### config.mk
export PLATFORM = sky130hd
export DESIGN_NAME = pxp_regs
export DESIGN_NICKNAME = d
export VERILOG_FILES = /design/src/pxp_regs_end.sv /design/src/pxp_pkg.sv /design/src/pxp_regs.sv
export SDC_FILE = /design/constraint.sdc
export NUM_CORES = 1
export LEC_CHECK = 0
export BUFFER_PORTS_ARGS = -buffer_cell sky130_fd_sc_hd__buf_4
export CAP_MARGIN = 20
export CORE_MARGIN = 5
export CORE_UTILIZATION = 30
export DETAILED_ROUTE_END_ITERATION = 10
export PLACE_DENSITY_LB_ADDON = 0.08
export SLEW_MARGIN = 10
export SYNTH_ARGS = -nofsm -noshare
export SYNTH_HDL_FRONTEND = slang
export SYNTH_SLANG_ARGS = --single-unit
### constraint.sdc
create_clock -name mclk -period 7.4 [get_ports mclk]
set_clock_uncertainty 0.15 [all_clocks]
set_input_delay 0.74 -clock mclk [delete_from_list [all_inputs] [get_ports mclk]]
set_output_delay 0.74 -clock mclk [all_outputs]
set_load 0.01 [all_outputs]
### src/pxp_regs_end.sv
// no logic here: the whole register bank stands in pxp_regs.sv

### src/pxp_pkg.sv
// constants and types for the extended page two register bank
package pxp_pkg;
  // management register numbers
  localparam logic [4:0] ADDR_PAGE_SEL = 5'h1f;
  localparam logic [4:0] ADDR_LPI_CTRL = 5'h11;
  localparam logic [4:0] ADDR_VARIANT = 5'h12;
  localparam logic [4:0] ADDR_ENTROPY = 5'h13;
  localparam logic [4:0] ADDR_EV_MASK = 5'h1c;
  localparam logic [4:0] ADDR_EV_PEND = 5'h1d;
  localparam logic [4:0] ADDR_PAGED_LO = 5'h10;
  localparam logic [4:0] ADDR_PAGED_HI = 5'h1e;
  // page select values
  localparam logic [15:0] PAGE_MAIN = 16'h0000;
  localparam logic [15:0] PAGE_EXT2 = 16'h0002;
  // low power control field positions
  localparam int LPC_EN_10TE = 15;
  localparam int LPC_IND_UNIDIR = 14;
  localparam int LPC_INV_HI = 13;
  localparam int LPC_INV_LO = 10;
  localparam int LPC_LINK_UP = 8;
  localparam int LPC_LPI_1G = 7;
  localparam int LPC_LPI_100 = 6;
  localparam int LPC_FORCE_1G = 5;
  localparam int LPC_FORCE_TX_LPI = 4;
  localparam int LPC_INH_100_TX = 3;
  localparam int LPC_INH_100_RX = 2;
  localparam int LPC_INH_1G_TX = 1;
  localparam int LPC_INH_1G_RX = 0;
  // low power control writable bits: 15:10 and 5:0
  localparam logic [15:0] LPC_RW_MASK = 16'hfc3f;
  localparam logic [15:0] LPC_RESET = 16'h0000;
  // variant capability field positions
  localparam int VAR_INDUSTRIAL = 15;
  localparam int VAR_QUAD = 14;
  localparam int VAR_PTP = 13;
  localparam int VAR_SECURE = 12;
  localparam int VAR_DUAL_MEDIA = 10;
  localparam int VAR_HI_PREC = 9;
  localparam int VAR_KEY256 = 8;
  // event field layout
  localparam int EV_COUNT = 11;
  localparam logic [15:0] EV_MASK_RESET = 16'h0000;
  localparam logic [15:0] ENTROPY_SEED = 16'hace1;
  // speed select code in control register 0 bits {6,13} for gigabit
  localparam logic [1:0] SPEED_SEL_1G = 2'b10;

  typedef struct packed {
    logic mode_1g;
    logic mode_100;
    logic mac_tx_lpi;
    logic line_rx_lpi;
  } pxp_lpi_in_t;

  typedef struct packed {
    logic line_tx_lpi;
    logic tx_from_generator;
    logic mac_rx_lpi;
  } pxp_lpi_out_t;

  typedef struct packed {
    logic link_up;
    logic lpi_active_1g;
    logic lpi_active_100;
  } pxp_link_stat_t;
endpackage

### src/pxp_regs.sv
// extended page two register bank with lpi control and event flags
//
// Functional notes
// - page two reached after writing 0x0002 to 31
// - writing 0x0000 to 31 returns main set
// - bit 15 enables energy efficient 10 Mb/s
// - bit 14 keeps indicators alive in unidirectional
// - bits 13:10 invert indicator groups, default low
// - read-only link up and lpi active flags
// - bit 4 sends generated lpi, ignores mac
// - bit 3 blocks 100M line transmit lpi
// - bit 2 blocks 100M mac receive lpi
// - bit 1 blocks gigabit line transmit lpi
// - bit 0 blocks gigabit mac receive lpi
// - identification reports read-only capability flags
// - bit 15 reports industrial temperature variant
// - bits 7:0 report bcd variant suffix
// - read-only random entropy word
// - mask enables bits 10:0, reserved 15:11
// - event positions 10 down to 3
// - event positions 2 down to 0
// - pending bits read-only, self clearing
//
// Local design decision: the plain strobed port.
module pxp_regs #(
  parameter logic IS_INDUSTRIAL = 1'b0,
  parameter logic IS_QUAD = 1'b0,
  parameter logic HAS_PTP = 1'b1,
  parameter logic HAS_SECURE = 1'b1,
  parameter logic HAS_DUAL_MEDIA = 1'b1,
  parameter logic HAS_HI_PREC = 1'b0,
  parameter logic HAS_KEY256 = 1'b1,
  // variant suffix in bcd; value is arbitrary
  parameter logic [7:0] VARIANT_BCD = 8'h42,
  parameter int IND_GROUPS = 4,
  parameter int IND_PER_GROUP = 2
) (
  // clock and reset
  input wire logic mclk,
  input wire logic rstn,
  input wire logic soft_reset,
  // management register port
  input wire logic [4:0] reg_addr,
  input wire logic [15:0] reg_wdata,
  input wire logic reg_wr,
  input wire logic reg_rd,
  output logic [15:0] reg_rdata,
  output logic reg_rhit,
  output logic [15:0] page_sel,
  // low power idle paths
  input wire pxp_pkg::pxp_lpi_in_t lpi_in,
  output pxp_pkg::pxp_lpi_out_t lpi_out,
  // link state from the transceiver core
  input wire pxp_pkg::pxp_link_stat_t link_stat,
  input wire logic [1:0] ctrl0_speed_sel,
  output logic en_10te,
  output logic force_1g_no_ms,
  // indicators
  input wire logic [IND_GROUPS*IND_PER_GROUP-1:0] ind_req,
  input wire logic [IND_GROUPS-1:0] serial_ind_req,
  input wire logic fiber_unidir,
  output logic [IND_GROUPS*IND_PER_GROUP-1:0] indicator_outputs,
  output logic [IND_GROUPS-1:0] serial_ind,
  // events and entropy
  input wire logic [pxp_pkg::EV_COUNT-1:0] ev_in,
  input wire logic noise_pin,
  output logic irq
);
  localparam int NIND = IND_GROUPS * IND_PER_GROUP;

  logic rst_sync1;
  logic rst_n;
  logic [15:0] page;
  logic [15:0] lpc;
  logic [15:0] ev_mask;
  logic [pxp_pkg::EV_COUNT-1:0] ev_pend;
  logic [15:0] entropy;
  logic noise_s1;
  logic noise_s2;
  pxp_pkg::pxp_link_stat_t stat_q;
  logic on_page2;
  logic paged_addr;
  logic [15:0] variant_word;
  logic [15:0] next_rdata;
  logic next_rhit;
  logic [IND_GROUPS-1:0] ind_inv;
  logic ind_enable;
  logic wr_lpc;
  logic wr_mask;
  logic rd_pend;
  logic entropy_fb;

  // reset release through two flops: assertion is immediate, release
  // waits two edges so no flop leaves reset on a runt edge
  always_ff @(posedge mclk or negedge rstn) begin
    if (!rstn) begin
      rst_sync1 <= 1'b0;
      rst_n <= 1'b0;
    end else begin
      rst_sync1 <= 1'b1;
      rst_n <= rst_sync1;
    end
  end

  // noise pin synchroniser
  always_ff @(posedge mclk or negedge rst_n) begin
    if (!rst_n) begin
      noise_s1 <= 1'b0;
      noise_s2 <= 1'b0;
    end else begin
      noise_s1 <= noise_pin;
      noise_s2 <= noise_s1;
    end
  end

  // page decode: only 16..30 follow the page, 0..15 never
  assign paged_addr = (reg_addr >= pxp_pkg::ADDR_PAGED_LO) &&
                      (reg_addr <= pxp_pkg::ADDR_PAGED_HI);
  assign on_page2 = paged_addr && (page == pxp_pkg::PAGE_EXT2);
  assign wr_lpc = reg_wr && on_page2 && (reg_addr == pxp_pkg::ADDR_LPI_CTRL);
  assign wr_mask = reg_wr && on_page2 && (reg_addr == pxp_pkg::ADDR_EV_MASK);
  assign rd_pend = reg_rd && on_page2 && (reg_addr == pxp_pkg::ADDR_EV_PEND);

  // page select register; 0x0000 gives the main set back
  always_ff @(posedge mclk or negedge rst_n) begin
    if (!rst_n) begin
      page <= pxp_pkg::PAGE_MAIN;
    end else if (soft_reset) begin
      page <= pxp_pkg::PAGE_MAIN;
    end else if (reg_wr && reg_addr == pxp_pkg::ADDR_PAGE_SEL) begin
      page <= reg_wdata;
    end
  end

  // sticky control bits: survive soft reset
  always_ff @(posedge mclk or negedge rst_n) begin
    if (!rst_n) begin
      lpc <= pxp_pkg::LPC_RESET;
    end else if (wr_lpc) begin
      lpc <= reg_wdata & pxp_pkg::LPC_RW_MASK;
    end
  end

  // event mask, all sixteen bits stored, sticky
  always_ff @(posedge mclk or negedge rst_n) begin
    if (!rst_n) begin
      ev_mask <= pxp_pkg::EV_MASK_RESET;
    end else if (wr_mask) begin
      ev_mask <= reg_wdata;
    end
  end

  // pending flags: a new event wins over the read clear
  always_ff @(posedge mclk or negedge rst_n) begin
    if (!rst_n) begin
      ev_pend <= '0;
    end else if (soft_reset) begin
      ev_pend <= ev_in;
    end else if (rd_pend) begin
      ev_pend <= ev_in;
    end else begin
      ev_pend <= ev_pend | ev_in;
    end
  end

  // interrupt level: pending events that the mask lets through
  always_ff @(posedge mclk or negedge rst_n) begin
    if (!rst_n) begin
      irq <= 1'b0;
    end else begin
      irq <= |(ev_pend & ev_mask[pxp_pkg::EV_COUNT-1:0]);
    end
  end

  // link status snapshots
  always_ff @(posedge mclk or negedge rst_n) begin
    if (!rst_n) begin
      stat_q <= '0;
    end else begin
      stat_q <= link_stat;
    end
  end

  // free running lfsr stirred by the synchronised noise pin
  // an all-zero state would lock the lfsr, so it reloads the seed
  assign entropy_fb = entropy[15] ^ entropy[14] ^ entropy[12] ^ entropy[3] ^
                      noise_s2;
  always_ff @(posedge mclk or negedge rst_n) begin
    if (!rst_n) begin
      entropy <= pxp_pkg::ENTROPY_SEED;
    end else if (entropy == 16'h0000) begin
      entropy <= pxp_pkg::ENTROPY_SEED;
    end else begin
      entropy <= {entropy[14:0], entropy_fb};
    end
  end

  // identification word
  always_comb begin
    variant_word = 16'h0000;
    variant_word[pxp_pkg::VAR_INDUSTRIAL] = IS_INDUSTRIAL;
    variant_word[pxp_pkg::VAR_QUAD] = IS_QUAD;
    variant_word[pxp_pkg::VAR_PTP] = HAS_PTP;
    variant_word[pxp_pkg::VAR_SECURE] = HAS_SECURE;
    variant_word[pxp_pkg::VAR_DUAL_MEDIA] = HAS_DUAL_MEDIA;
    variant_word[pxp_pkg::VAR_HI_PREC] = HAS_HI_PREC;
    variant_word[pxp_pkg::VAR_KEY256] = HAS_KEY256;
    variant_word[7:0] = VARIANT_BCD;
  end

  // read mux
  always_comb begin
    next_rdata = 16'h0000;
    next_rhit = 1'b0;
    if (reg_rd) begin
      if (reg_addr == pxp_pkg::ADDR_PAGE_SEL) begin
        next_rdata = page;
        next_rhit = 1'b1;
      end else if (on_page2) begin
        case (reg_addr)
          pxp_pkg::ADDR_LPI_CTRL: begin
            next_rdata = lpc;
            next_rdata[pxp_pkg::LPC_LINK_UP] = stat_q.link_up;
            next_rdata[pxp_pkg::LPC_LPI_1G] = stat_q.lpi_active_1g;
            next_rdata[pxp_pkg::LPC_LPI_100] = stat_q.lpi_active_100;
            next_rhit = 1'b1;
          end
          pxp_pkg::ADDR_VARIANT: begin
            next_rdata = variant_word;
            next_rhit = 1'b1;
          end
          pxp_pkg::ADDR_ENTROPY: begin
            next_rdata = entropy;
            next_rhit = 1'b1;
          end
          pxp_pkg::ADDR_EV_MASK: begin
            next_rdata = ev_mask;
            next_rhit = 1'b1;
          end
          pxp_pkg::ADDR_EV_PEND: begin
            next_rdata[pxp_pkg::EV_COUNT-1:0] = ev_pend;
            next_rhit = 1'b1;
          end
          default: begin
            next_rdata = 16'h0000;
            next_rhit = 1'b0;
          end
        endcase
      end
    end
  end

  // read answer stands for the one cycle after the strobe
  always_ff @(posedge mclk or negedge rst_n) begin
    if (!rst_n) begin
      reg_rdata <= 16'h0000;
      reg_rhit <= 1'b0;
    end else begin
      reg_rdata <= next_rdata;
      reg_rhit <= next_rhit;
    end
  end

  // page copy for the neighbouring banks, one cycle behind
  always_ff @(posedge mclk or negedge rst_n) begin
    if (!rst_n) begin
      page_sel <= pxp_pkg::PAGE_MAIN;
    end else begin
      page_sel <= page;
    end
  end

  // low power idle steering
  always_ff @(posedge mclk or negedge rst_n) begin
    if (!rst_n) begin
      lpi_out <= '0;
    end else begin
      lpi_out.tx_from_generator <= lpc[pxp_pkg::LPC_FORCE_TX_LPI];
      if (lpc[pxp_pkg::LPC_FORCE_TX_LPI]) begin
        lpi_out.line_tx_lpi <= 1'b1;
      end else if (lpi_in.mode_100 && lpc[pxp_pkg::LPC_INH_100_TX]) begin
        lpi_out.line_tx_lpi <= 1'b0;
      end else if (lpi_in.mode_1g && lpc[pxp_pkg::LPC_INH_1G_TX]) begin
        lpi_out.line_tx_lpi <= 1'b0;
      end else begin
        lpi_out.line_tx_lpi <= lpi_in.mac_tx_lpi;
      end
      if (lpi_in.mode_100 && lpc[pxp_pkg::LPC_INH_100_RX]) begin
        lpi_out.mac_rx_lpi <= 1'b0;
      end else if (lpi_in.mode_1g && lpc[pxp_pkg::LPC_INH_1G_RX]) begin
        lpi_out.mac_rx_lpi <= 1'b0;
      end else begin
        lpi_out.mac_rx_lpi <= lpi_in.line_rx_lpi;
      end
    end
  end

  // energy efficient 10 Mb/s mode enable
  always_ff @(posedge mclk or negedge rst_n) begin
    if (!rst_n) begin
      en_10te <= 1'b0;
    end else begin
      en_10te <= lpc[pxp_pkg::LPC_EN_10TE];
    end
  end

  // forced gigabit only while control register 0 selects gigabit
  always_ff @(posedge mclk or negedge rst_n) begin
    if (!rst_n) begin
      force_1g_no_ms <= 1'b0;
    end else begin
      force_1g_no_ms <= lpc[pxp_pkg::LPC_FORCE_1G] &&
                        (ctrl0_speed_sel == pxp_pkg::SPEED_SEL_1G);
    end
  end

  // indicators: idle level high unless the group is inverted
  // a disabled indicator sits at its inactive level, not at its last one
  assign ind_inv = lpc[pxp_pkg::LPC_INV_HI:pxp_pkg::LPC_INV_LO];
  assign ind_enable = !fiber_unidir || lpc[pxp_pkg::LPC_IND_UNIDIR];

  genvar g;
  generate
    for (g = 0; g < NIND; g++) begin : g_ind
      always_ff @(posedge mclk or negedge rst_n) begin
        if (!rst_n) begin
          indicator_outputs[g] <= 1'b1;
        end else begin
          indicator_outputs[g] <= ~(ind_req[g] && ind_enable) ^
                                  ind_inv[g / IND_PER_GROUP];
        end
      end
    end
    for (g = 0; g < IND_GROUPS; g++) begin : g_ser
      always_ff @(posedge mclk or negedge rst_n) begin
        if (!rst_n) begin
          serial_ind[g] <= 1'b1;
        end else begin
          serial_ind[g] <= ~(serial_ind_req[g] && ind_enable) ^
                           ind_inv[g];
        end
      end
    end
  endgenerate
endmodule

==> results of run 1 <==
## worst min path at each step
stage | start | end
3_5_place_dp | noise_s1 | noise_s2
3_3_place_gp | noise_s1 | noise_s2
5_1_grt | noise_s1 | noise_s2
6_report | rst_sync1 | rst_n
4_1_cts | noise_s1 | noise_s2
2_1_floorplan | noise_s1 | noise_s2
## routing by layer
metal / up-vias / track usage (%) / part of all wire, %
met5: - / 0 / 0
met4: 0 / 5.76 / 1.4
met3: 16 / 4.18 / 6.4
met2: 115 / 22.7 / 46
met1: 1812 / 21.5 / 46
li1: 1681 / - / -
## registers in the layout, indices dropped and copies added, names as in the netlist
name               count
entropy               16
ev_mask               16
page                  16
page_sel              16
reg_rdata             16
lpc                   12
ev_pend               11
indicator_outputs      8
serial_ind             4
lpi_out                3
stat_q                 3
en_10te                1
force_1g_no_ms         1
irq                    1
noise_s1               1
noise_s2               1
reg_rhit               1
rst_n                  1
rst_sync1              1
## stage by stage
stage                     area (um^2)  total power [W]  hold WS [ps]
after floorplan                  5210         0.000932           181
after global placement           6220          0.00101           184
after detailed placement         6220          0.00101           187
after CTS                        6800          0.00183           200
after global routing             6800          0.00189           215
final                            6800          0.00181           201
## worst max-delay path, stage by stage
cell	delay [ps]
sky130_fd_sc_hd__buf_4	140
sky130_fd_sc_hd__or3b_1	530
sky130_fd_sc_hd__nor2_1	820
sky130_fd_sc_hd__nand4_2	630
sky130_fd_sc_hd__mux2_2	480
## synth_stat cells (4+ instances only)
cell | count | area [um^2]
sky130_fd_sc_hd__dfrtp_1 | 109 | 2730
sky130_fd_sc_hd__nand2_1 | 31 | 116
sky130_fd_sc_hd__clkbuf_1 | 24 | 90.1
sky130_fd_sc_hd__dfstp_2 | 20 | 526
sky130_fd_sc_hd__a22o_1 | 18 | 158
sky130_fd_sc_hd__mux2_2 | 18 | 203
sky130_fd_sc_hd__a221oi_1 | 17 | 149
sky130_fd_sc_hd__xor2_1 | 14 | 123
sky130_fd_sc_hd__nand3_1 | 13 | 65.1
sky130_fd_sc_hd__a21o_1 | 12 | 90.1
sky130_fd_sc_hd__mux2_4 | 10 | 150
sky130_fd_sc_hd__o32ai_1 | 10 | 87.6
sky130_fd_sc_hd__nand2b_1 | 9 | 56.3
sky130_fd_sc_hd__a22oi_1 | 8 | 60.1
sky130_fd_sc_hd__o22ai_1 | 8 | 50.1
sky130_fd_sc_hd__a21oi_1 | 7 | 35.0
sky130_fd_sc_hd__nand3b_1 | 7 | 52.6
sky130_fd_sc_hd__nor2_1 | 6 | 22.5
sky130_fd_sc_hd__buf_2 | 4 | 20.0
sky130_fd_sc_hd__inv_1 | 4 | 15.0
## power by group
part / internal [W] / leakage, nW / switching, W / total, W
registers: 0.000784 / 1.66 / 0.0000656 / 0.000849
logic: 0.0000728 / 1.26 / 0.0000736 / 0.000146
clock network: 0.000525 / 0.286 / 0.000290 / 0.000815
## cells by family (layout without fill, tap and decap cells)
logic type,count (synthesis),after routing
buffers and inverters,35,150
AND/OR/NAND/NOR,95,95
flip-flops,129,129
multiplexers,30,30
adder cells (fa/ha/maj),1,1
other,1,1
AO/OA/AOI/OAI,91,91
XOR/XNOR,15,15
## area by class of cell
type                       count  area share, %
clock inverter                 6           1.18
clock buffer                  24           7.23
sequential                   129           47.9
tap                          225           4.14
inverter                       5          0.276
timing repair buffer         115           12.7
multi-input combinational    233           26.5
==> run_summary.xml, run 1 <==
<?xml version="1.0" encoding="UTF-8"?>
<metrics>
  <group name="clock_network">
    <metric name="clock_path_buffers" unit="">2</metric>
    <metric name="post_cts.resized_instances" unit="">0</metric>
    <metric name="post_cts.repair.setup_buffers" unit="">0</metric>
    <metric name="worstSkewPairLatency" unit="ps">420</metric>
    <metric name="cts_root_buffer" unit="">sky130_fd_sc_hd__clkbuf_16</metric>
    <metric name="numCtsBuffers" unit="">17</metric>
    <metric name="h-tree-depth" unit="">4</metric>
    <metric name="cts.sinks" unit="">129</metric>
    <metric name="cts-hold-fix-buffers" unit="">1</metric>
    <metric name="clk_pin_slew_worst_paths" unit="ps">50</metric>
    <metric name="cts_tree" unit="">yes</metric>
  </group>
  <group name="cells_and_area">
    <metric name="ff_latch_area" unit="mm^2">0.00326</metric>
    <metric name="layout_cells_sized_above_1" unit="%">38.5</metric>
    <metric name="layout_commonest_cell" unit="">sky130_fd_sc_hd__buf_4</metric>
    <metric name="final.fill_count" unit="">1677</metric>
    <metric name="antenna_cells" unit="">0</metric>
    <metric name="num-nets-final" unit="">562</metric>
    <metric name="syn2layout_area_growth" unit="%">30.5</metric>
    <metric name="utilization" unit="%">39.6</metric>
    <metric name="multiInputGateArea" unit="mm^2">0.00180</metric>
    <metric name="most_frequent_cells_in_the_layout" unit="">sky130_fd_sc_hd__buf_4, sky130_fd_sc_hd__dfrtp_1, sky130_fd_sc_hd__nand2_1, sky130_fd_sc_hd__dfstp_2</metric>
    <metric name="finish.cell_count_without_fillers" unit="">737</metric>
  </group>
  <group name="floorplanning">
    <metric name="floorplan.die.width" unit="um">142</metric>
    <metric name="placeable_area" unit="mm^2">0.0172</metric>
    <metric name="io_pins" unit="">111</metric>
    <metric name="initial_core_utilization" unit="%">30.3</metric>
    <metric name="rows" unit="">48</metric>
    <metric name="die_area" unit="mm^2">0.0201</metric>
    <metric name="floorplan.die.height" unit="um">142</metric>
  </group>
  <group name="logic_synthesis">
    <metric name="synth-seq-cells" unit="">129</metric>
    <metric name="synth_fp_nets" unit="">458</metric>
    <metric name="seq_area_frac_synth" unit="%">62.5</metric>
    <metric name="synth_top_flop_cell" unit="">sky130_fd_sc_hd__dfrtp_1</metric>
    <metric name="synth-warning-count" unit="">0</metric>
    <metric name="synth_simple_gate_area_share" unit="%">10.5</metric>
    <metric name="postSynth.asyncResetShare" unit="%">100</metric>
    <metric name="synthesis.instances" unit="">397</metric>
    <metric name="yosys.area_share.adder" unit="%">0.240</metric>
    <metric name="synth_area_in_compound_gates" unit="%">14.1</metric>
    <metric name="synth_xor_area_share" unit="%">2.52</metric>
    <metric name="avgSynthCellArea" unit="um^2">13.1</metric>
    <metric name="synth-edff-count" unit="">0</metric>
    <metric name="post_synth_mux_area_share" unit="%">7.16</metric>
    <metric name="netlist-cell-type-count" unit="">51</metric>
    <metric name="mappedNetlistArea" unit="mm^2">0.00521</metric>
    <metric name="synth_top_family_by_area" unit="">compound AO/OA/AOI/OAI gates</metric>
  </group>
  <group name="worst_setup_path">
    <metric name="worstRegToRegCells" unit="">4</metric>
    <metric name="worst_setup_path_start_kind" unit="">primary input</metric>
    <metric name="worstPathMaxFanout" unit="">13</metric>
    <metric name="critical_path.reg2reg.startpoint" unit="">page[0]</metric>
    <metric name="timing.critical_path.required" unit="ps">7550</metric>
    <metric name="ff2ff_setup_slack" unit="ps">4460</metric>
    <metric name="endpoint" unit="">lpc[3]</metric>
    <metric name="worst-endpoint-arrival" unit="ps">3350</metric>
    <metric name="rr_endpoint" unit="">reg_rdata[5]</metric>
    <metric name="timing.critical_path.from" unit="">reg_addr[2]</metric>
    <metric name="timing_worst_setup_path_type" unit="">primary input to flip-flop</metric>
    <metric name="endpoint_kind" unit="">flip-flop</metric>
  </group>
  <group name="placement">
    <metric name="placed_cells" unit="">706</metric>
    <metric name="gpl.final_weighted_congestion" unit="">0.833</metric>
    <metric name="place.detailed.hpwl" unit="um">10900</metric>
    <metric name="pre_cts_slack" unit="ps">3770</metric>
    <metric name="port_buffers" unit="">110</metric>
  </group>
  <group name="global_route">
    <metric name="grt_antenna_before_repair" unit="">0</metric>
    <metric name="pin_count_of_the_biggest_net_entering_global_routing" unit="">69</metric>
    <metric name="vias_in_the_first_global_route" unit="">3779</metric>
    <metric name="global_route_wire_length_before_repair" unit="um">23100</metric>
    <metric name="track_usage" unit="%">15.4</metric>
    <metric name="grt-ovfl-total" unit="">0</metric>
  </group>
  <group name="min_path">
    <metric name="min_delay_path_depth" unit="">0</metric>
    <metric name="min_path_type" unit="">flip-flop to flip-flop</metric>
  </group>
  <group name="routing">
    <metric name="viasPerCell" unit="">4.92</metric>
    <metric name="routed_wire_length_per_instance" unit="um">20.1</metric>
    <metric name="drt-pass1-iter-count" unit="">5</metric>
    <metric name="antenna_violating_nets_post_route" unit="">0</metric>
    <metric name="routed_wirelength" unit="um">14800</metric>
    <metric name="post-route-drc-count" unit="">0</metric>
    <metric name="via_count" unit="">3624</metric>
    <metric name="detail_route.iter0.violations" unit="">224</metric>
  </group>
  <group name="sta">
    <metric name="max_freq" unit="GHz">0.312</metric>
    <metric name="finalWorstPathRequiredPeriod" unit="ps">3210</metric>
    <metric name="rsz_0062_raised_after_global_routing" unit="">false</metric>
    <metric name="final.setup.worst_slack" unit="ps">4190</metric>
    <metric name="fin_tns_setup" unit="ps">0</metric>
    <metric name="slew_violations" unit="">0</metric>
    <metric name="worst_slew_pin_slew" unit="ps">1080</metric>
    <metric name="layout_worst_path_cycle_share" unit="%">43.3</metric>
    <metric name="final_hold_vio_count" unit="">0</metric>
    <metric name="max-slew-margin-rel" unit="%">27.2</metric>
    <metric name="setup_violations" unit="">0</metric>
  </group>
  <group name="power_and_ir_drop">
    <metric name="power.static_leakage" unit="nW">3.20</metric>
    <metric name="power_density" unit="mW/mm^2">266</metric>
    <metric name="ir_worst_vdd" unit="mV">0.167</metric>
  </group>
  <group name="run">
    <metric name="max_cap_viols" unit="">0</metric>
  </group>
  <group name="outcome">
    <metric name="status" unit="">finished, final reports clean</metric>
  </group>
</metrics>
Note: power is estimated with default switching activity, not from simulation.
==> run 2: changes to the inputs <==
- ABC_AREA: unset -> 1
- clock period: 7.4 -> 2.6 ns (I/O delays scaled with it)
==> run 2 against run 1 <==
Compared with the run above:
- synthesized cell count up 61%
- global-route usage grew 1.7 points
- critical endpoint is now reg_rdata[10]
- via count rose by 31%
==> run_summary.xml, run 2 <==
<?xml version="1.0" encoding="UTF-8"?>
<metrics>
  <group name="worst_setup_path">
    <metric name="critical_path.max_stage_delay" unit="ps">420</metric>
    <metric name="timing.critical_path.slowest_stage_cell" unit="">sky130_fd_sc_hd__dfrtp_1</metric>
    <metric name="worst_setup_path_start_kind" unit="">flip-flop</metric>
    <metric name="worstPathMaxFanout" unit="">20</metric>
    <metric name="timing_worst_setup_path_type" unit="">flip-flop to flip-flop</metric>
    <metric name="worst-endpoint-arrival" unit="ps">2120</metric>
    <metric name="worstRegToRegCells" unit="">8</metric>
    <metric name="cell_by_cell_listing_of_the_critical_path" unit="">nor2_1 &gt; nand3_1 &gt; nor2_1 &gt; nand2_1 &gt; nor2_2 &gt; buf_4 &gt; nand2_1 &gt; a21oi_1</metric>
    <metric name="endpoint_kind" unit="">flip-flop</metric>
    <metric name="cp_num_cells" unit="">8</metric>
    <metric name="top_delay_family_on_crit_path" unit="">simple AND/OR/NAND/NOR gates</metric>
    <metric name="worst-path-buf-inv" unit="">1</metric>
    <metric name="timing.critical_path.required" unit="ps">2770</metric>
  </group>
  <group name="global_route">
    <metric name="grt_antenna_before_repair" unit="">0</metric>
    <metric name="global_route_wire_length_before_repair" unit="um">27900</metric>
    <metric name="pin_count_of_the_biggest_net_entering_global_routing" unit="">45</metric>
    <metric name="grt-ovfl-total" unit="">0</metric>
    <metric name="track_usage" unit="%">17.0</metric>
    <metric name="vias_in_the_first_global_route" unit="">4927</metric>
  </group>
  <group name="logic_synthesis">
    <metric name="synthMostInstantiatedCell" unit="">sky130_fd_sc_hd__nand2_1</metric>
    <metric name="synth-seq-cells" unit="">129</metric>
    <metric name="seq_area_frac_synth" unit="%">58.5</metric>
    <metric name="avgSynthCellArea" unit="um^2">8.71</metric>
    <metric name="synth_fp_nets" unit="">699</metric>
    <metric name="postSynth.asyncResetShare" unit="%">100</metric>
    <metric name="synth_top_flop_cell" unit="">sky130_fd_sc_hd__dfrtp_1</metric>
    <metric name="post_synth_most_frequent_cells" unit="">sky130_fd_sc_hd__nand2_1, sky130_fd_sc_hd__dfrtp_1, sky130_fd_sc_hd__inv_1</metric>
    <metric name="synth-edff-count" unit="">0</metric>
    <metric name="synth.top_cell.area_share" unit="%">49.1</metric>
    <metric name="synthesis.instances" unit="">638</metric>
    <metric name="yosys-top-cells-area" unit="">sky130_fd_sc_hd__dfrtp_1, sky130_fd_sc_hd__nand2_1, sky130_fd_sc_hd__dfstp_2</metric>
    <metric name="synth-warning-count" unit="">0</metric>
    <metric name="mappedNetlistArea" unit="mm^2">0.00556</metric>
    <metric name="netlist-cell-type-count" unit="">31</metric>
    <metric name="synth.largest_area_cell" unit="">sky130_fd_sc_hd__dfrtp_1</metric>
  </group>
  <group name="routing">
    <metric name="post-route-drc-count" unit="">0</metric>
    <metric name="viasPerCell" unit="">4.60</metric>
    <metric name="antenna_violating_nets_post_route" unit="">0</metric>
    <metric name="via_count" unit="">4761</metric>
    <metric name="drt-pass1-iter-count" unit="">5</metric>
    <metric name="detail_route.iter0.violations" unit="">354</metric>
    <metric name="routed_wire_length_per_instance" unit="um">17.0</metric>
    <metric name="routed_wirelength" unit="um">17500</metric>
  </group>
  <group name="cells_and_area">
    <metric name="layout_commonest_cell" unit="">sky130_fd_sc_hd__nand2_1</metric>
    <metric name="layout_cells_sized_above_1" unit="%">23.3</metric>
    <metric name="most_frequent_cells_in_the_layout" unit="">sky130_fd_sc_hd__nand2_1, sky130_fd_sc_hd__buf_4, sky130_fd_sc_hd__dfrtp_1, sky130_fd_sc_hd__inv_1, sky130_fd_sc_hd__nand3_1</metric>
    <metric name="num-nets-final" unit="">854</metric>
    <metric name="syn2layout_area_growth" unit="%">39.4</metric>
    <metric name="antenna_cells" unit="">0</metric>
    <metric name="multiInputGateArea" unit="mm^2">0.00185</metric>
    <metric name="ff_latch_area" unit="mm^2">0.00326</metric>
    <metric name="final.fill_count" unit="">1803</metric>
    <metric name="utilization" unit="%">42.8</metric>
  </group>
  <group name="sta">
    <metric name="rsz_0062_raised_after_global_routing" unit="">false</metric>
    <metric name="final.setup.worst_slack" unit="ps">651</metric>
    <metric name="max-slew-margin-rel" unit="%">58.7</metric>
    <metric name="finalWorstPathRequiredPeriod" unit="ps">1950</metric>
    <metric name="slew_violations" unit="">0</metric>
    <metric name="max_freq" unit="GHz">0.513</metric>
    <metric name="final_hold_vio_count" unit="">0</metric>
    <metric name="setup_violations" unit="">0</metric>
    <metric name="worst_slew_pin_slew" unit="ps">620</metric>
    <metric name="fin_tns_setup" unit="ps">0</metric>
    <metric name="fin_hold_ws" unit="ps">26.7</metric>
    <metric name="layout_worst_path_cycle_share" unit="%">74.9</metric>
  </group>
  <group name="clock_network">
    <metric name="cts_root_buffer" unit="">sky130_fd_sc_hd__clkbuf_16</metric>
    <metric name="cts-hold-fix-buffers" unit="">50</metric>
    <metric name="post_cts.repair.setup_buffers" unit="">0</metric>
    <metric name="post_cts.resized_instances" unit="">0</metric>
    <metric name="cts_tree" unit="">yes</metric>
    <metric name="cts.sinks" unit="">129</metric>
    <metric name="worstSkewPairLatency" unit="ps">420</metric>
    <metric name="clock_path_buffers" unit="">2</metric>
    <metric name="h-tree-depth" unit="">4</metric>
    <metric name="clk_pin_slew_worst_paths" unit="ps">60</metric>
    <metric name="numCtsBuffers" unit="">17</metric>
  </group>
  <group name="power_and_ir_drop">
    <metric name="power_density" unit="mW/mm^2">723</metric>
    <metric name="power.static_leakage" unit="nW">3.90</metric>
    <metric name="ir_worst_vdd" unit="mV">0.438</metric>
  </group>
  <group name="floorplanning">
    <metric name="placeable_area" unit="mm^2">0.0181</metric>
    <metric name="io_pins" unit="">111</metric>
    <metric name="floorplan.die.width" unit="um">146</metric>
    <metric name="die_area" unit="mm^2">0.0213</metric>
    <metric name="rows" unit="">49</metric>
    <metric name="initial_core_utilization" unit="%">30.7</metric>
    <metric name="floorplan.die.height" unit="um">146</metric>
  </group>
  <group name="outcome">
    <metric name="status" unit="">finished, final reports clean</metric>
  </group>
  <group name="placement">
    <metric name="place.detailed.hpwl" unit="um">12900</metric>
    <metric name="gpl.final_weighted_congestion" unit="">0.860</metric>
    <metric name="port_buffers" unit="">110</metric>
    <metric name="pre_cts_slack" unit="ps">641</metric>
  </group>
  <group name="run">
    <metric name="max_cap_viols" unit="">0</metric>
  </group>
  <group name="min_path">
    <metric name="min_path_type" unit="">primary input to flip-flop</metric>
    <metric name="min_delay_path_depth" unit="">3</metric>
  </group>
</metrics>
-- run 2: cell count changes in the layout (fill, tap and decap cells not counted), sizes merged, moves of 27 or more --
cell         delta
nand2         +165
inv            +71
nor2           +33
nand3          +48
mux2           -28
nand4          +27
dlygate4sd3    +49
-- run 2: cells by family (layout without fill, tap and decap cells) --
kind of cell / Yosys count / in the layout / synth area share, %
buffers and inverters: 114 / 282 / 8.26
and+or+nand+nor: 333 / 333 / 26.2
AOI/OAI and AO/OA: 45 / 45 / 4.39
adders and majority gates: 1 / 1 / 0.225
DFF: 129 / 129 / 58.5
xor gates and xnor gates: 15 / 15 / 2.36
other: 1 / 1 / 0.0675
-- run 2: tightest hold or removal path, cell delays in order --
cell	delay (ps)
sky130_fd_sc_hd__buf_4	110
sky130_fd_sc_hd__nand2_1	60
sky130_fd_sc_hd__a31o_2	130
-- run 2: stage by stage --
stage | area (um^2) | instances | power [W]
floorplan | 5560 | 638 | 0.00277
global placement | 6620 | 953 | 0.00304
detailed placement | 6620 | 953 | 0.00304
CTS | 7740 | 1035 | 0.00567
global route | 7740 | 1035 | 0.00585
finish | 7740 | 1035 | 0.00560
-- run 2: layout make-up --
class,instances,area share [%]
clock buffers,19,5.72
clock inverters,13,2.39
flip-flops and latches,129,42.1
well taps,229,3.70
repair buffers,173,18.5
multi-input cells,395,23.9
inverters,77,3.73
-- run 2: final timing paths --
kind	slack, ps	start	endpoint
max	650	page[6]	reg_rdata[10]
min	30	lpi_in[3]	lpi_out[2]
max reg2reg	650	page[6]	reg_rdata[10]
min reg2reg	200	noise_s1	noise_s2
max in group asynchronous	1340	rst_n	page_sel[15]
min in group asynchronous	210	rst_n	stat_q[0]
-- run 2: layer usage --
layer	global-route usage, %	vias to the layer above	wire (um)
met3	4.00	26	866
met1	22.6	2285	7880
met2	26.8	133	8320
met5	0	-	0
li1	-	2317	-
met4	7.24	0	475
-- run 2: where the power goes --
group | switching (W) | total [W] | internal (W)
logic | 0.000321 | 0.000612 | 0.000291
registers | 0.000175 | 0.00244 | 0.00227
clock network | 0.000916 | 0.00254 | 0.00163
